==> src/shared/csif_regs.svh <==
// register offsets, masks and reset values of the clock event flag block
`ifndef CSIF_REGS_SVH
`define CSIF_REGS_SVH
`define CSIF_AW          8
`define CSIF_OFS_EN_CLR  8'h00
`define CSIF_OFS_EN_SET  8'h04
`define CSIF_OFS_FLAGS   8'h08
`define CSIF_OFS_STATUS  8'h0c
`define CSIF_OFS_FCLR    8'h10
`define CSIF_FLAGS_RST   32'h0000_0000
`define CSIF_EN_RST      32'h0000_0000
`define CSIF_IMPL_MASK   32'h0003_8fff
`define CSIF_PLL_MASK    32'h0003_8000
`define CSIF_BOD_MASK    32'h0000_0e00
`define CSIF_FLL_MASK    32'h0000_01f0
`define CSIF_OSC_MASK    32'h0000_000f
`define CSIF_STAT_W      18
`define CSIF_BIT_XTAL    0
`define CSIF_RESP_OKAY   2'h0
`define CSIF_RESP_SLVERR 2'h2
`endif

==> src/shared/csif_pkg.sv <==
// types shared by the clock event flag block
`default_nettype none
package csif_pkg;
    typedef logic [31:0] csif_word_t;
    typedef logic [1:0]  csif_resp_t;
    typedef enum logic [0:0] {
        CSIF_W_IDLE = 1'b0,
        CSIF_W_RESP = 1'b1
    } csif_wr_e;
endpackage
`default_nettype wire

==> src/shared/csif_reg_if.sv <==
// register access carrier between bus slave and flag core
`timescale 1ns/10ps
`default_nettype none
interface csif_reg_if;
    logic       wr_en;
    logic [7:0] wr_addr;
    logic [31:0] wr_data;
    logic [3:0] wr_strb;
    logic       wr_hit;
    logic [7:0] rd_addr;
    logic [31:0] rd_data;
    logic       rd_hit;
    modport bus  (output wr_en, wr_addr, wr_data, wr_strb, rd_addr,
                  input  wr_hit, rd_data, rd_hit);
    modport core (input  wr_en, wr_addr, wr_data, wr_strb, rd_addr,
                  output wr_hit, rd_data, rd_hit);
endinterface
`default_nettype wire

==> src/design/csif_axil.sv <==
// axi4-lite slave front end of the clock event flag block
`timescale 1ns/10ps
`default_nettype none
`include "csif_regs.svh"
module csif_axil
    import csif_pkg::*;
(
    input  wire logic                 clk,
    input  wire logic                 rst_n,
    input  wire logic                 s_axil_awvalid,
    output logic                      s_axil_awready,
    input  wire logic [`CSIF_AW-1:0]  s_axil_awaddr,
    input  wire logic                 s_axil_wvalid,
    output logic                      s_axil_wready,
    input  wire logic [31:0]          s_axil_wdata,
    input  wire logic [3:0]           s_axil_wstrb,
    output logic                      s_axil_bvalid,
    input  wire logic                 s_axil_bready,
    output logic [1:0]                s_axil_bresp,
    input  wire logic                 s_axil_arvalid,
    output logic                      s_axil_arready,
    input  wire logic [`CSIF_AW-1:0]  s_axil_araddr,
    output logic                      s_axil_rvalid,
    input  wire logic                 s_axil_rready,
    output logic [31:0]               s_axil_rdata,
    output logic [1:0]                s_axil_rresp,
    csif_reg_if.bus                   rif
);
    csif_wr_e   wst_r,     wst_nxt;
    logic       aw_have_r, aw_have_nxt;
    logic       w_have_r,  w_have_nxt;
    logic [7:0] aw_addr_r, aw_addr_nxt;
    csif_word_t w_data_r,  w_data_nxt;
    logic [3:0] w_strb_r,  w_strb_nxt;
    csif_resp_t bresp_r,   bresp_nxt;
    logic       rvalid_r,  rvalid_nxt;
    csif_word_t rdata_r,   rdata_nxt;
    csif_resp_t rresp_r,   rresp_nxt;
    logic       go;

    assign s_axil_awready = !aw_have_r && (wst_r == CSIF_W_IDLE);
    assign s_axil_wready  = !w_have_r && (wst_r == CSIF_W_IDLE);
    assign s_axil_bvalid  = (wst_r == CSIF_W_RESP);
    assign s_axil_bresp   = bresp_r;
    assign s_axil_arready = !rvalid_r;
    assign s_axil_rvalid  = rvalid_r;
    assign s_axil_rdata   = rdata_r;
    assign s_axil_rresp   = rresp_r;
    assign go             = aw_have_r && w_have_r && (wst_r == CSIF_W_IDLE);
    assign rif.wr_en      = go;
    assign rif.wr_addr    = aw_addr_r;
    assign rif.wr_data    = w_data_r;
    assign rif.wr_strb    = w_strb_r;
    assign rif.rd_addr    = s_axil_araddr;

    always_comb begin
        wst_nxt     = wst_r;
        aw_have_nxt = aw_have_r | (s_axil_awvalid & s_axil_awready);
        aw_addr_nxt = (s_axil_awvalid & s_axil_awready) ? s_axil_awaddr : aw_addr_r;
        w_have_nxt  = w_have_r | (s_axil_wvalid & s_axil_wready);
        w_data_nxt  = (s_axil_wvalid & s_axil_wready) ? s_axil_wdata : w_data_r;
        w_strb_nxt  = (s_axil_wvalid & s_axil_wready) ? s_axil_wstrb : w_strb_r;
        bresp_nxt   = bresp_r;
        unique case (wst_r)
            CSIF_W_IDLE: begin
                if (go) begin
                    aw_have_nxt = 1'b0;
                    w_have_nxt  = 1'b0;
                    wst_nxt     = CSIF_W_RESP;
                    bresp_nxt   = rif.wr_hit ? `CSIF_RESP_OKAY : `CSIF_RESP_SLVERR;
                end
            end
            CSIF_W_RESP: begin
                if (s_axil_bready) begin
                    wst_nxt = CSIF_W_IDLE;
                end
            end
        endcase
        rvalid_nxt = rvalid_r;
        rdata_nxt  = rdata_r;
        rresp_nxt  = rresp_r;
        if (s_axil_arvalid && s_axil_arready) begin
            rvalid_nxt = 1'b1;
            rdata_nxt  = rif.rd_data;
            rresp_nxt  = rif.rd_hit ? `CSIF_RESP_OKAY : `CSIF_RESP_SLVERR;
        end else if (rvalid_r && s_axil_rready) begin
            rvalid_nxt = 1'b0;
        end
    end

    always_ff @(posedge clk or negedge rst_n) begin
        if (!rst_n) begin
            wst_r     <= CSIF_W_IDLE;
            aw_have_r <= 1'b0;
            w_have_r  <= 1'b0;
            aw_addr_r <= 8'h00;
            w_data_r  <= 32'h0000_0000;
            w_strb_r  <= 4'h0;
            bresp_r   <= `CSIF_RESP_OKAY;
            rvalid_r  <= 1'b0;
            rdata_r   <= 32'h0000_0000;
            rresp_r   <= `CSIF_RESP_OKAY;
        end else begin
            wst_r     <= wst_nxt;
            aw_have_r <= aw_have_nxt;
            w_have_r  <= w_have_nxt;
            aw_addr_r <= aw_addr_nxt;
            w_data_r  <= w_data_nxt;
            w_strb_r  <= w_strb_nxt;
            bresp_r   <= bresp_nxt;
            rvalid_r  <= rvalid_nxt;
            rdata_r   <= rdata_nxt;
            rresp_r   <= rresp_nxt;
        end
    end
endmodule
`default_nettype wire

==> src/design/csif_top.sv <==
// clock and supply event flags with enables, interrupt output and register bus
//
// Register access over AXI4-Lite is this design's own decision.
`timescale 1ns/10ps
`default_nettype none
`include "csif_regs.svh"
module csif_top
    import csif_pkg::*;
(
    input  wire logic                     ref_clk,
    input  wire logic                     arst_n,
    input  wire logic [`CSIF_STAT_W-1:0]  power_clock_status,
    input  wire logic [`CSIF_STAT_W-1:0]  fuse_flag_preset,
    output logic                          irq_o,
    input  wire logic                     s_axil_awvalid,
    output logic                          s_axil_awready,
    input  wire logic [`CSIF_AW-1:0]      s_axil_awaddr,
    input  wire logic                     s_axil_wvalid,
    output logic                          s_axil_wready,
    input  wire logic [31:0]              s_axil_wdata,
    input  wire logic [3:0]               s_axil_wstrb,
    output logic                          s_axil_bvalid,
    input  wire logic                     s_axil_bready,
    output logic [1:0]                    s_axil_bresp,
    input  wire logic                     s_axil_arvalid,
    output logic                          s_axil_arready,
    input  wire logic [`CSIF_AW-1:0]      s_axil_araddr,
    output logic                          s_axil_rvalid,
    input  wire logic                     s_axil_rready,
    output logic [31:0]                   s_axil_rdata,
    output logic [1:0]                    s_axil_rresp
);
    function automatic logic hit(input logic [7:0] a, input logic [7:0] ofs);
        return a == ofs;
    endfunction

    function automatic csif_word_t strb_mask(input logic [3:0] s);
        csif_word_t m;
        m = 32'h0000_0000;
        for (int b = 0; b < 4; b++) begin
            m[b*8 +: 8] = {8{s[b]}};
        end
        return m;
    endfunction

    logic [1:0] rst_sync_r;
    logic       rst_n;

    always_ff @(posedge ref_clk or negedge arst_n) begin
        if (!arst_n) begin
            rst_sync_r <= 2'h0;
        end else begin
            rst_sync_r <= {rst_sync_r[0], 1'b1};
        end
    end
    assign rst_n = rst_sync_r[1];

    csif_reg_if rif ();

    csif_axil u_axil (
        .clk            (ref_clk),
        .rst_n          (rst_n),
        .s_axil_awvalid (s_axil_awvalid),
        .s_axil_awready (s_axil_awready),
        .s_axil_awaddr  (s_axil_awaddr),
        .s_axil_wvalid  (s_axil_wvalid),
        .s_axil_wready  (s_axil_wready),
        .s_axil_wdata   (s_axil_wdata),
        .s_axil_wstrb   (s_axil_wstrb),
        .s_axil_bvalid  (s_axil_bvalid),
        .s_axil_bready  (s_axil_bready),
        .s_axil_bresp   (s_axil_bresp),
        .s_axil_arvalid (s_axil_arvalid),
        .s_axil_arready (s_axil_arready),
        .s_axil_araddr  (s_axil_araddr),
        .s_axil_rvalid  (s_axil_rvalid),
        .s_axil_rready  (s_axil_rready),
        .s_axil_rdata   (s_axil_rdata),
        .s_axil_rresp   (s_axil_rresp),
        .rif            (rif)
    );

    // status synchronisers and stable-value edge detection
    logic [`CSIF_STAT_W-1:0] s1_r, s2_r, s3_r;
    logic [`CSIF_STAT_W-1:0] stab_r, stab_nxt;
    csif_word_t              rise_w;

    generate
        for (genvar i = 0; i < `CSIF_STAT_W; i++) begin : g_stat
            // change counts only once the second and third stages agree
            assign stab_nxt[i] = (s2_r[i] == s3_r[i]) ? s3_r[i] : stab_r[i];
        end
    endgenerate

    assign rise_w = {14'h0000, stab_nxt & ~stab_r} & `CSIF_IMPL_MASK;

    always_ff @(posedge ref_clk or negedge rst_n) begin
        if (!rst_n) begin
            s1_r   <= 18'h00000;
            s2_r   <= 18'h00000;
            s3_r   <= 18'h00000;
            stab_r <= 18'h00000;
        end else begin
            s1_r   <= power_clock_status;
            s2_r   <= s1_r;
            s3_r   <= s2_r;
            stab_r <= stab_nxt;
        end
    end

    // flags, enables and interrupt
    csif_word_t flags_r, flags_nxt;
    csif_word_t en_r,    en_nxt;
    logic       init_r,  init_nxt;
    logic       irq_r,   irq_nxt;
    csif_word_t wmask_w, clr_w, eset_w, eclr_w, keep_w;
    logic       wr_flags_w;

    assign wmask_w    = rif.wr_data & strb_mask(rif.wr_strb) & `CSIF_IMPL_MASK;
    assign wr_flags_w = rif.wr_en && (hit(rif.wr_addr, `CSIF_OFS_FLAGS) ||
                                      hit(rif.wr_addr, `CSIF_OFS_FCLR));
    assign clr_w      = wr_flags_w ? wmask_w : 32'h0000_0000;
    assign eset_w     = (rif.wr_en && hit(rif.wr_addr, `CSIF_OFS_EN_SET)) ? wmask_w
                                                                         : 32'h0000_0000;
    assign eclr_w     = (rif.wr_en && hit(rif.wr_addr, `CSIF_OFS_EN_CLR)) ? wmask_w
                                                                         : 32'h0000_0000;
    assign keep_w     = flags_r & ~clr_w;

    always_comb begin
        init_nxt  = 1'b1;
        flags_nxt = (flags_r & ~clr_w) | rise_w;
        if (!init_r) begin
            // fuse presets are taken once, on the first cycle after reset
            flags_nxt = flags_nxt | ({14'h0000, fuse_flag_preset} & `CSIF_IMPL_MASK);
        end
        en_nxt  = (en_r | eset_w) & ~eclr_w;
        irq_nxt = |(flags_nxt & en_nxt);
    end

    always_ff @(posedge ref_clk or negedge rst_n) begin
        if (!rst_n) begin
            flags_r <= `CSIF_FLAGS_RST;
            en_r    <= `CSIF_EN_RST;
            init_r  <= 1'b0;
            irq_r   <= 1'b0;
        end else begin
            flags_r <= flags_nxt;
            en_r    <= en_nxt;
            init_r  <= init_nxt;
            irq_r   <= irq_nxt;
        end
    end

    assign irq_o = irq_r;

    // register read and decode
    always_comb begin
        rif.rd_hit  = 1'b1;
        rif.rd_data = 32'h0000_0000;
        if (hit(rif.rd_addr, `CSIF_OFS_EN_CLR) || hit(rif.rd_addr, `CSIF_OFS_EN_SET)) begin
            rif.rd_data = en_r;
        end else if (hit(rif.rd_addr, `CSIF_OFS_FLAGS)) begin
            rif.rd_data = flags_r;
        end else if (hit(rif.rd_addr, `CSIF_OFS_STATUS)) begin
            rif.rd_data = {14'h0000, stab_r} & `CSIF_IMPL_MASK;
        end else if (!hit(rif.rd_addr, `CSIF_OFS_FCLR)) begin
            rif.rd_hit = 1'b0;
        end
    end

    assign rif.wr_hit = hit(rif.wr_addr, `CSIF_OFS_EN_CLR) ||
                        hit(rif.wr_addr, `CSIF_OFS_EN_SET) ||
                        hit(rif.wr_addr, `CSIF_OFS_FLAGS)  ||
                        hit(rif.wr_addr, `CSIF_OFS_STATUS) ||
                        hit(rif.wr_addr, `CSIF_OFS_FCLR);
endmodule
`default_nettype wire

==> config.mk <==
export PLATFORM = sky130hd
export DESIGN_NAME = csif_top
export DESIGN_NICKNAME = d
export VERILOG_FILES = /design/src/shared/csif_pkg.sv /design/src/shared/csif_reg_if.sv /design/src/design/csif_axil.sv /design/src/design/csif_top.sv
export VERILOG_INCLUDE_DIRS = /design/src /design/src/shared
export SDC_FILE = /design/constraint.sdc
export NUM_CORES = 1
export LEC_CHECK = 0
export BUFFER_PORTS_ARGS = -buffer_cell sky130_fd_sc_hd__clkbuf_2
export CORE_MARGIN = 5
export CORE_UTILIZATION = 53
export CTS_CLUSTER_DIAMETER = 80
export DETAILED_ROUTE_END_ITERATION = 10
export MAX_ROUTING_LAYER = met4
export PLACE_DENSITY_LB_ADDON = 0.25
export SETUP_SLACK_MARGIN = 0.15
export SYNTH_ARGS = -nofsm -noshare
export SYNTH_HDL_FRONTEND = slang
export SYNTH_SLANG_ARGS = --single-unit
==> constraint.sdc <==
create_clock -name ref_clk -period 5.6 [get_ports ref_clk]
set_input_delay 1.12 -clock ref_clk [delete_from_list [all_inputs] [get_ports ref_clk]]
set_output_delay 1.12 -clock ref_clk [all_outputs]
set_load 0.03 [all_outputs]
Word level (Yosys, flattened, before mapping)
Index checks and enable logic that the tools add are counted.

Bits of input ports: 95. Output and inout port bits: 42. Register bits: 209. Logic and storage cells: 124.

Bitwise operators: 16. Muxes and demuxes: 40. Eq/ne operators: 26. Reductions and logical operators: 23.

Operator list (count): 32-bit AND (3); 32-bit two-way mux (3); 32-bit by 18-bit bitwise OR with 32-bit output (3); 18-bit two-way mux (4); 18-bit NOT with 32-bit output (2); 18-bit AND (2); 8-bit by 4-bit equality test with 1-bit output (second input constant) (4); 32-bit OR reduction (1); 1-bit two-way mux (30); 1-bit equality test (18); 18-bit NOT (1); 8-bit by 3-bit equality test with 1-bit output (second input constant) (2); 8-bit by 5-bit equality test with 1-bit output (second input constant) (2); 8-bit logical NOT (2); 1-bit logical AND (9); 1-bit logical OR (6); 2-bit two-way mux (2); 1-bit logical NOT (3); 1-bit AND (2); 1-bit bitwise OR (2); 1-bit case mux with 2 select lines (1); 2-bit AND reduction (1); 2-bit nonzero test (1); 1-bit NOT (1).

Depth between registers and ports, before layout
Word-level depth: 11. Depth in mapped cells: 8. Mapped depth without buffers: 6.

Modules after synthesis
From an unflattened synthesis, not the netlist that was laid out.

Cells, all modules: 524. Area, all modules: 7084.3 um^2.

Modules (own cells, without submodules): csif_top (instances 1, cells an instance 327, area each 3754.9 um^2, sequential area each 2352.3 um^2); csif_axil (instances 1, cells an instance 197, area each 3329.4 um^2, sequential area each 2052.0 um^2).

Least setup slack after synthesis
OpenSTA, ideal clock, no wires.

Path kind: input port to flip-flop. From: input s_axil_araddr[7]. To: register u_axil.rdata_r[10] (netlist: u_axil.s_axil_rdata[10]). Setup time: 0.096 ns. Slack: 2.993 ns. Path buffers: 2. Data arrival time: 2.511 ns. Stages: 5. Required time: 5.504 ns. Cells stage by stage: or4_1 or3_1 clkbuf_1 clkbuf_1 o31ai_1.

Longest elaborated chain between the ends: 4. Elaborated cells on any way between the ends: 8. Classes of those cells: eq/ne: 3; mux: 3; reduce/logical: 2.

RTL lines: from (decl) (line csif_top.sv:27) `` input wire logic [`CSIF_AW-1:0] s_axil_araddr, ``; 8-bit by 4-bit equality test with 1-bit output (line csif_top.sv:34) `return a == ofs;`; 18-bit two-way mux (line csif_top.sv:164) `` end else if (hit(rif.rd_addr, `CSIF_OFS_STATUS)) begin ``; 32-bit two-way mux (line csif_top.sv:162) `` end else if (hit(rif.rd_addr, `CSIF_OFS_FLAGS)) begin ``; 32-bit two-way mux * (line csif_top.sv:160) `` if (hit(rif.rd_addr, `CSIF_OFS_EN_CLR) || hit(rif.rd_addr, `CSIF_OFS_EN_SET)) begin ``; to (signal assigned) (line csif_axil.sv:112) `rdata_r <= rdata_nxt;`; to (decl) (line csif_axil.sv:37) `csif_word_t rdata_r, rdata_nxt;`.

Every way passes the cells marked *; elsewhere a longest branch is shown, timed or not. A chain may end at the register's enable or synchronous reset.

Worst setup path in the final report
From: register u_axil.aw_addr_r[0] (netlist: u_axil.rif.wr_addr[0]). To: register irq_r (netlist: irq_o).

Longest elaborated chain between the ends: 11. Elaborated cells on any way between the ends: 21. Classes of those cells: eq/ne: 3; mux: 4; bitwise: 8; reduce/logical: 6.

RTL lines: from (decl) (line csif_axil.sv:32) `logic [7:0] aw_addr_r, aw_addr_nxt;`; from (signal assigned) (line csif_axil.sv:107) `aw_addr_r <= aw_addr_nxt;`; 8-bit by 4-bit equality test with 1-bit output / 8-bit by 5-bit equality test with 1-bit output (equally long branches) (line csif_top.sv:34); 1-bit logical OR * (line csif_top.sv:120) `` assign wr_flags_w = rif.wr_en && (hit(rif.wr_addr, `CSIF_OFS_FLAGS) || ``; 1-bit logical AND * (line csif_top.sv:120); 18-bit two-way mux * (line csif_top.sv:122) `assign clr_w = wr_flags_w ? wmask_w : 32'h0000_0000;`; 18-bit NOT with 32-bit output * (line csif_top.sv:131) `flags_nxt = (flags_r & ~clr_w) | rise_w;`; 32-bit AND * (line csif_top.sv:131); 32-bit by 18-bit bitwise OR with 32-bit output * (line csif_top.sv:131); 32-bit by 18-bit bitwise OR with 32-bit output (line csif_top.sv:134) `` flags_nxt = flags_nxt | ({14'h0000, fuse_flag_preset} & `CSIF_IMPL_MASK); ``; 32-bit two-way mux * (line csif_top.sv:132) `if (!init_r) begin`; net flags_nxt[6] (line csif_top.sv:112) `csif_word_t flags_r, flags_nxt;`; 32-bit AND * (line csif_top.sv:137) `irq_nxt = |(flags_nxt & en_nxt);`; 32-bit OR reduction * (line csif_top.sv:137); net irq_nxt (line csif_top.sv:115) `logic irq_r, irq_nxt;`; to (signal assigned) (line csif_top.sv:150) `irq_r <= irq_nxt;`; to (decl) (line csif_top.sv:115).

The timed path passes the listed nets; every way through them passes the cells marked *.

==> metrics.txt <==
Avg Inst Size Synth 12.0 µm²; initial antenna violation count 0; Async S/R FF share, synth 1.00; fin crit share 0.568; wire length per cell 17.2 µm; IR drop worst, VDD 225 µV; Vias 3,861; status complete, no violations; Peak Freq 314 MHz; nets 662; Seq cells post-synth 141; Die X 114 µm; Syn-to-layout area delta 19.0%; Slew headroom 0.251; Die Height 114 µm; H-tree depth 4; initial core utilization 0.536; required time of the critical path 6000 ps; fill count 835; most common cell in the synthesized netlist dfrtp_1; Post-Syn Instances 476; drt total wl 12.4 mm; Hold Buf Count CTS 0; CP Launch Type register; mapped cell area 5730 µm²; 1st-iter DRT viols 213; Final Total Pwr 3.00 mW; Setup violations, final 0; sequential area share after synthesis 0.615; Skew-Pair Late Insertion Delay 530 ps; top cell type by total area after synthesis dfrtp_1; 1st-pass router iterations 4; share of layout cells above drive strength 1 0.298; yosys warns 0; TritonCTS clock tree yes; pwr dens 440 nW/µm²; Final HPWL DP 8.44 mm; crit path capture type register; Final Util 0.638; CP Max Fanout 17; Tot GR Track Use 0.211; min-delay worst type reg -> reg; first-pass GRT wire length 20.4 mm; clk sinks 141; top-area cell type share of the netlist area 0.615; Die Footprint 13,000 µm²; n_diodes 0; RSZ-0062 raised after global routing no; Fin Setup TNS 0 ps; Max-Cap Viols 0; RePlAce Congestion 0.808; Max Slew Vio Count 0; Num CTS Buffers 17; number of I/O port buffers 93; CTS Buffer Depth 2; top cells by area, synth dfrtp_1, mux2_2, nand2_1, o21ai_0, buf_4; CTS Root Cell clkbuf_8; commonest cells in the netlist dfrtp_1, nand2_1, mux2_2; Crit Path Class reg -> reg; Worst-path clk slew 60 ps; largest net degree at the start of global routing 76; Post-synth EDFFs 0; fin crit period 3180 ps; setup bufs post-CTS 0; Post-DRT Antenna Nets 0; core area 10,700 µm²; final hold violation count 0; P_leak 3.19 nW; number of global-route vias before repair 4,179; DRC Markers 0; standard-cell rows 38; IO Pins 137; clk_skew 5.20 ps; total global routing overflow 0; PostCTS Resize Cnt 0; WP data arrival 3580 ps; Synth Flop Type dfrtp_1; vias per inst 5.36; Synth cell types 45; Slew @ Worst Pin 1120 ps
[placed cells by master, fill, tap and decap left out, drive strengths merged, types with 3 or more instances in the layout]
master      n
clkbuf    113
nand2b      8
clkinv      6
a22oi       4
dfrtp     141
nand3b      8
maj3        9
nand3      12
o22a        8
mux2       39
and2       17
o21ai      32
bufinv      3
nor2        7
inv        11
a31oi       4
mux2i       9
o211ai      6
conb       21
nand4      15
o2bb2ai     4
clkinvlp    3
nand2      58
or2         4
o31ai      15
[metal layers]
metal | GRT usage | up-vias | routed length, µm
li1 | - | 1834 | -
met1 | 0.270 | 1902 | 5670
met2 | 0.321 | 111 | 5810
met3 | 0.0642 | 14 | 743
met4 | 0.0736 | 0 | 156
met5 | - | - | 0
[flip-flops by register name (all words and copies together) (netlist names), 8 cells and up]
signal / count
en_r: 15
u_axil.rif.wr_data: 15
s2_r: 15
u_axil.rif.wr_addr: 8
flags_r: 15
s3_r: 15
stab_r: 15
s1_r: 15
u_axil.s_axil_rdata: 15
[worst paths after layout]
check	to	cells after the start	slack (ps)	from
hold / removal	s2_r[4]$_DFF_PN0_	0	350	s1_r[4]$_DFF_PN0_
min in group asynchronous	rst_sync_r[1]$_DFF_PN0_	1	370	arst_n
setup / recovery	irq_o$_DFF_PN0_	6	2420	u_axil.rif.wr_addr[0]$_DFFE_PN0P_
setup reg to reg	irq_o$_DFF_PN0_	6	2420	u_axil.rif.wr_addr[0]$_DFFE_PN0P_
hold reg to reg	s2_r[4]$_DFF_PN0_	0	350	s1_r[4]$_DFF_PN0_
max in group asynchronous	s2_r[7]$_DFF_PN0_	1	3730	rst_sync_r[1]$_DFF_PN0_
[final cells by class]
| type | count | area [µm²] | share of cell area |
|---|---|---|---|
| multi-input combinational | 302 | 2010 | 0.294 |
| timing repair buffer | 94 | 473 | 0.0693 |
| sequential | 141 | 3530 | 0.518 |
| inverter | 11 | 41.3 | 0.00605 |
| clock buffer | 20 | 455 | 0.0667 |
| tap | 140 | 175 | 0.0257 |
| clock inverter | 12 | 143 | 0.0209 |
[cells by family after synthesis]
family,count (synthesis),synth area share
multiplexers,48,0.0923
XOR/XNOR,1,0.00153
AND/OR/NAND/NOR,139,0.128
flip-flops,141,0.615
adder cells (fa/ha/maj),9,0.0157
buffers and inverters,52,0.0473
other,2,0.00131
AO/OA/AOI/OAI,84,0.0984
[worst max-delay path, cell delays in order (launching register included)]
cell and delay [ps]:
dfrtp_1 400, nor4_4 870, nand4_1 540, o22a_1 330
a22oi_1 240, and4_1 250, or4b_1 430
[per-stage QoR]
stage               area (µm²)  setup WS (ps)  hold slack [ps]  std cells
floorplan                 5810           1380              331        495
global placement          6230           2430              332        688
detailed placement        6230           2370              335        688
CTS                       6830           2380              342        720
global route              6830           2200              333        720
finish                    6830           2420              346        720
[power by group]
| group | switching (mW) | leakage (nW) | internal [mW] |
|---|---|---|---|
| clock network | 0.413 | 0.292 | 0.708 |
| logic | 0.292 | 1.23 | 0.237 |
| registers | 0.171 | 1.67 | 1.18 |
| total | 0.877 | 3.19 | 2.12 |
Note: power is estimated with default switching activity, not from simulation.
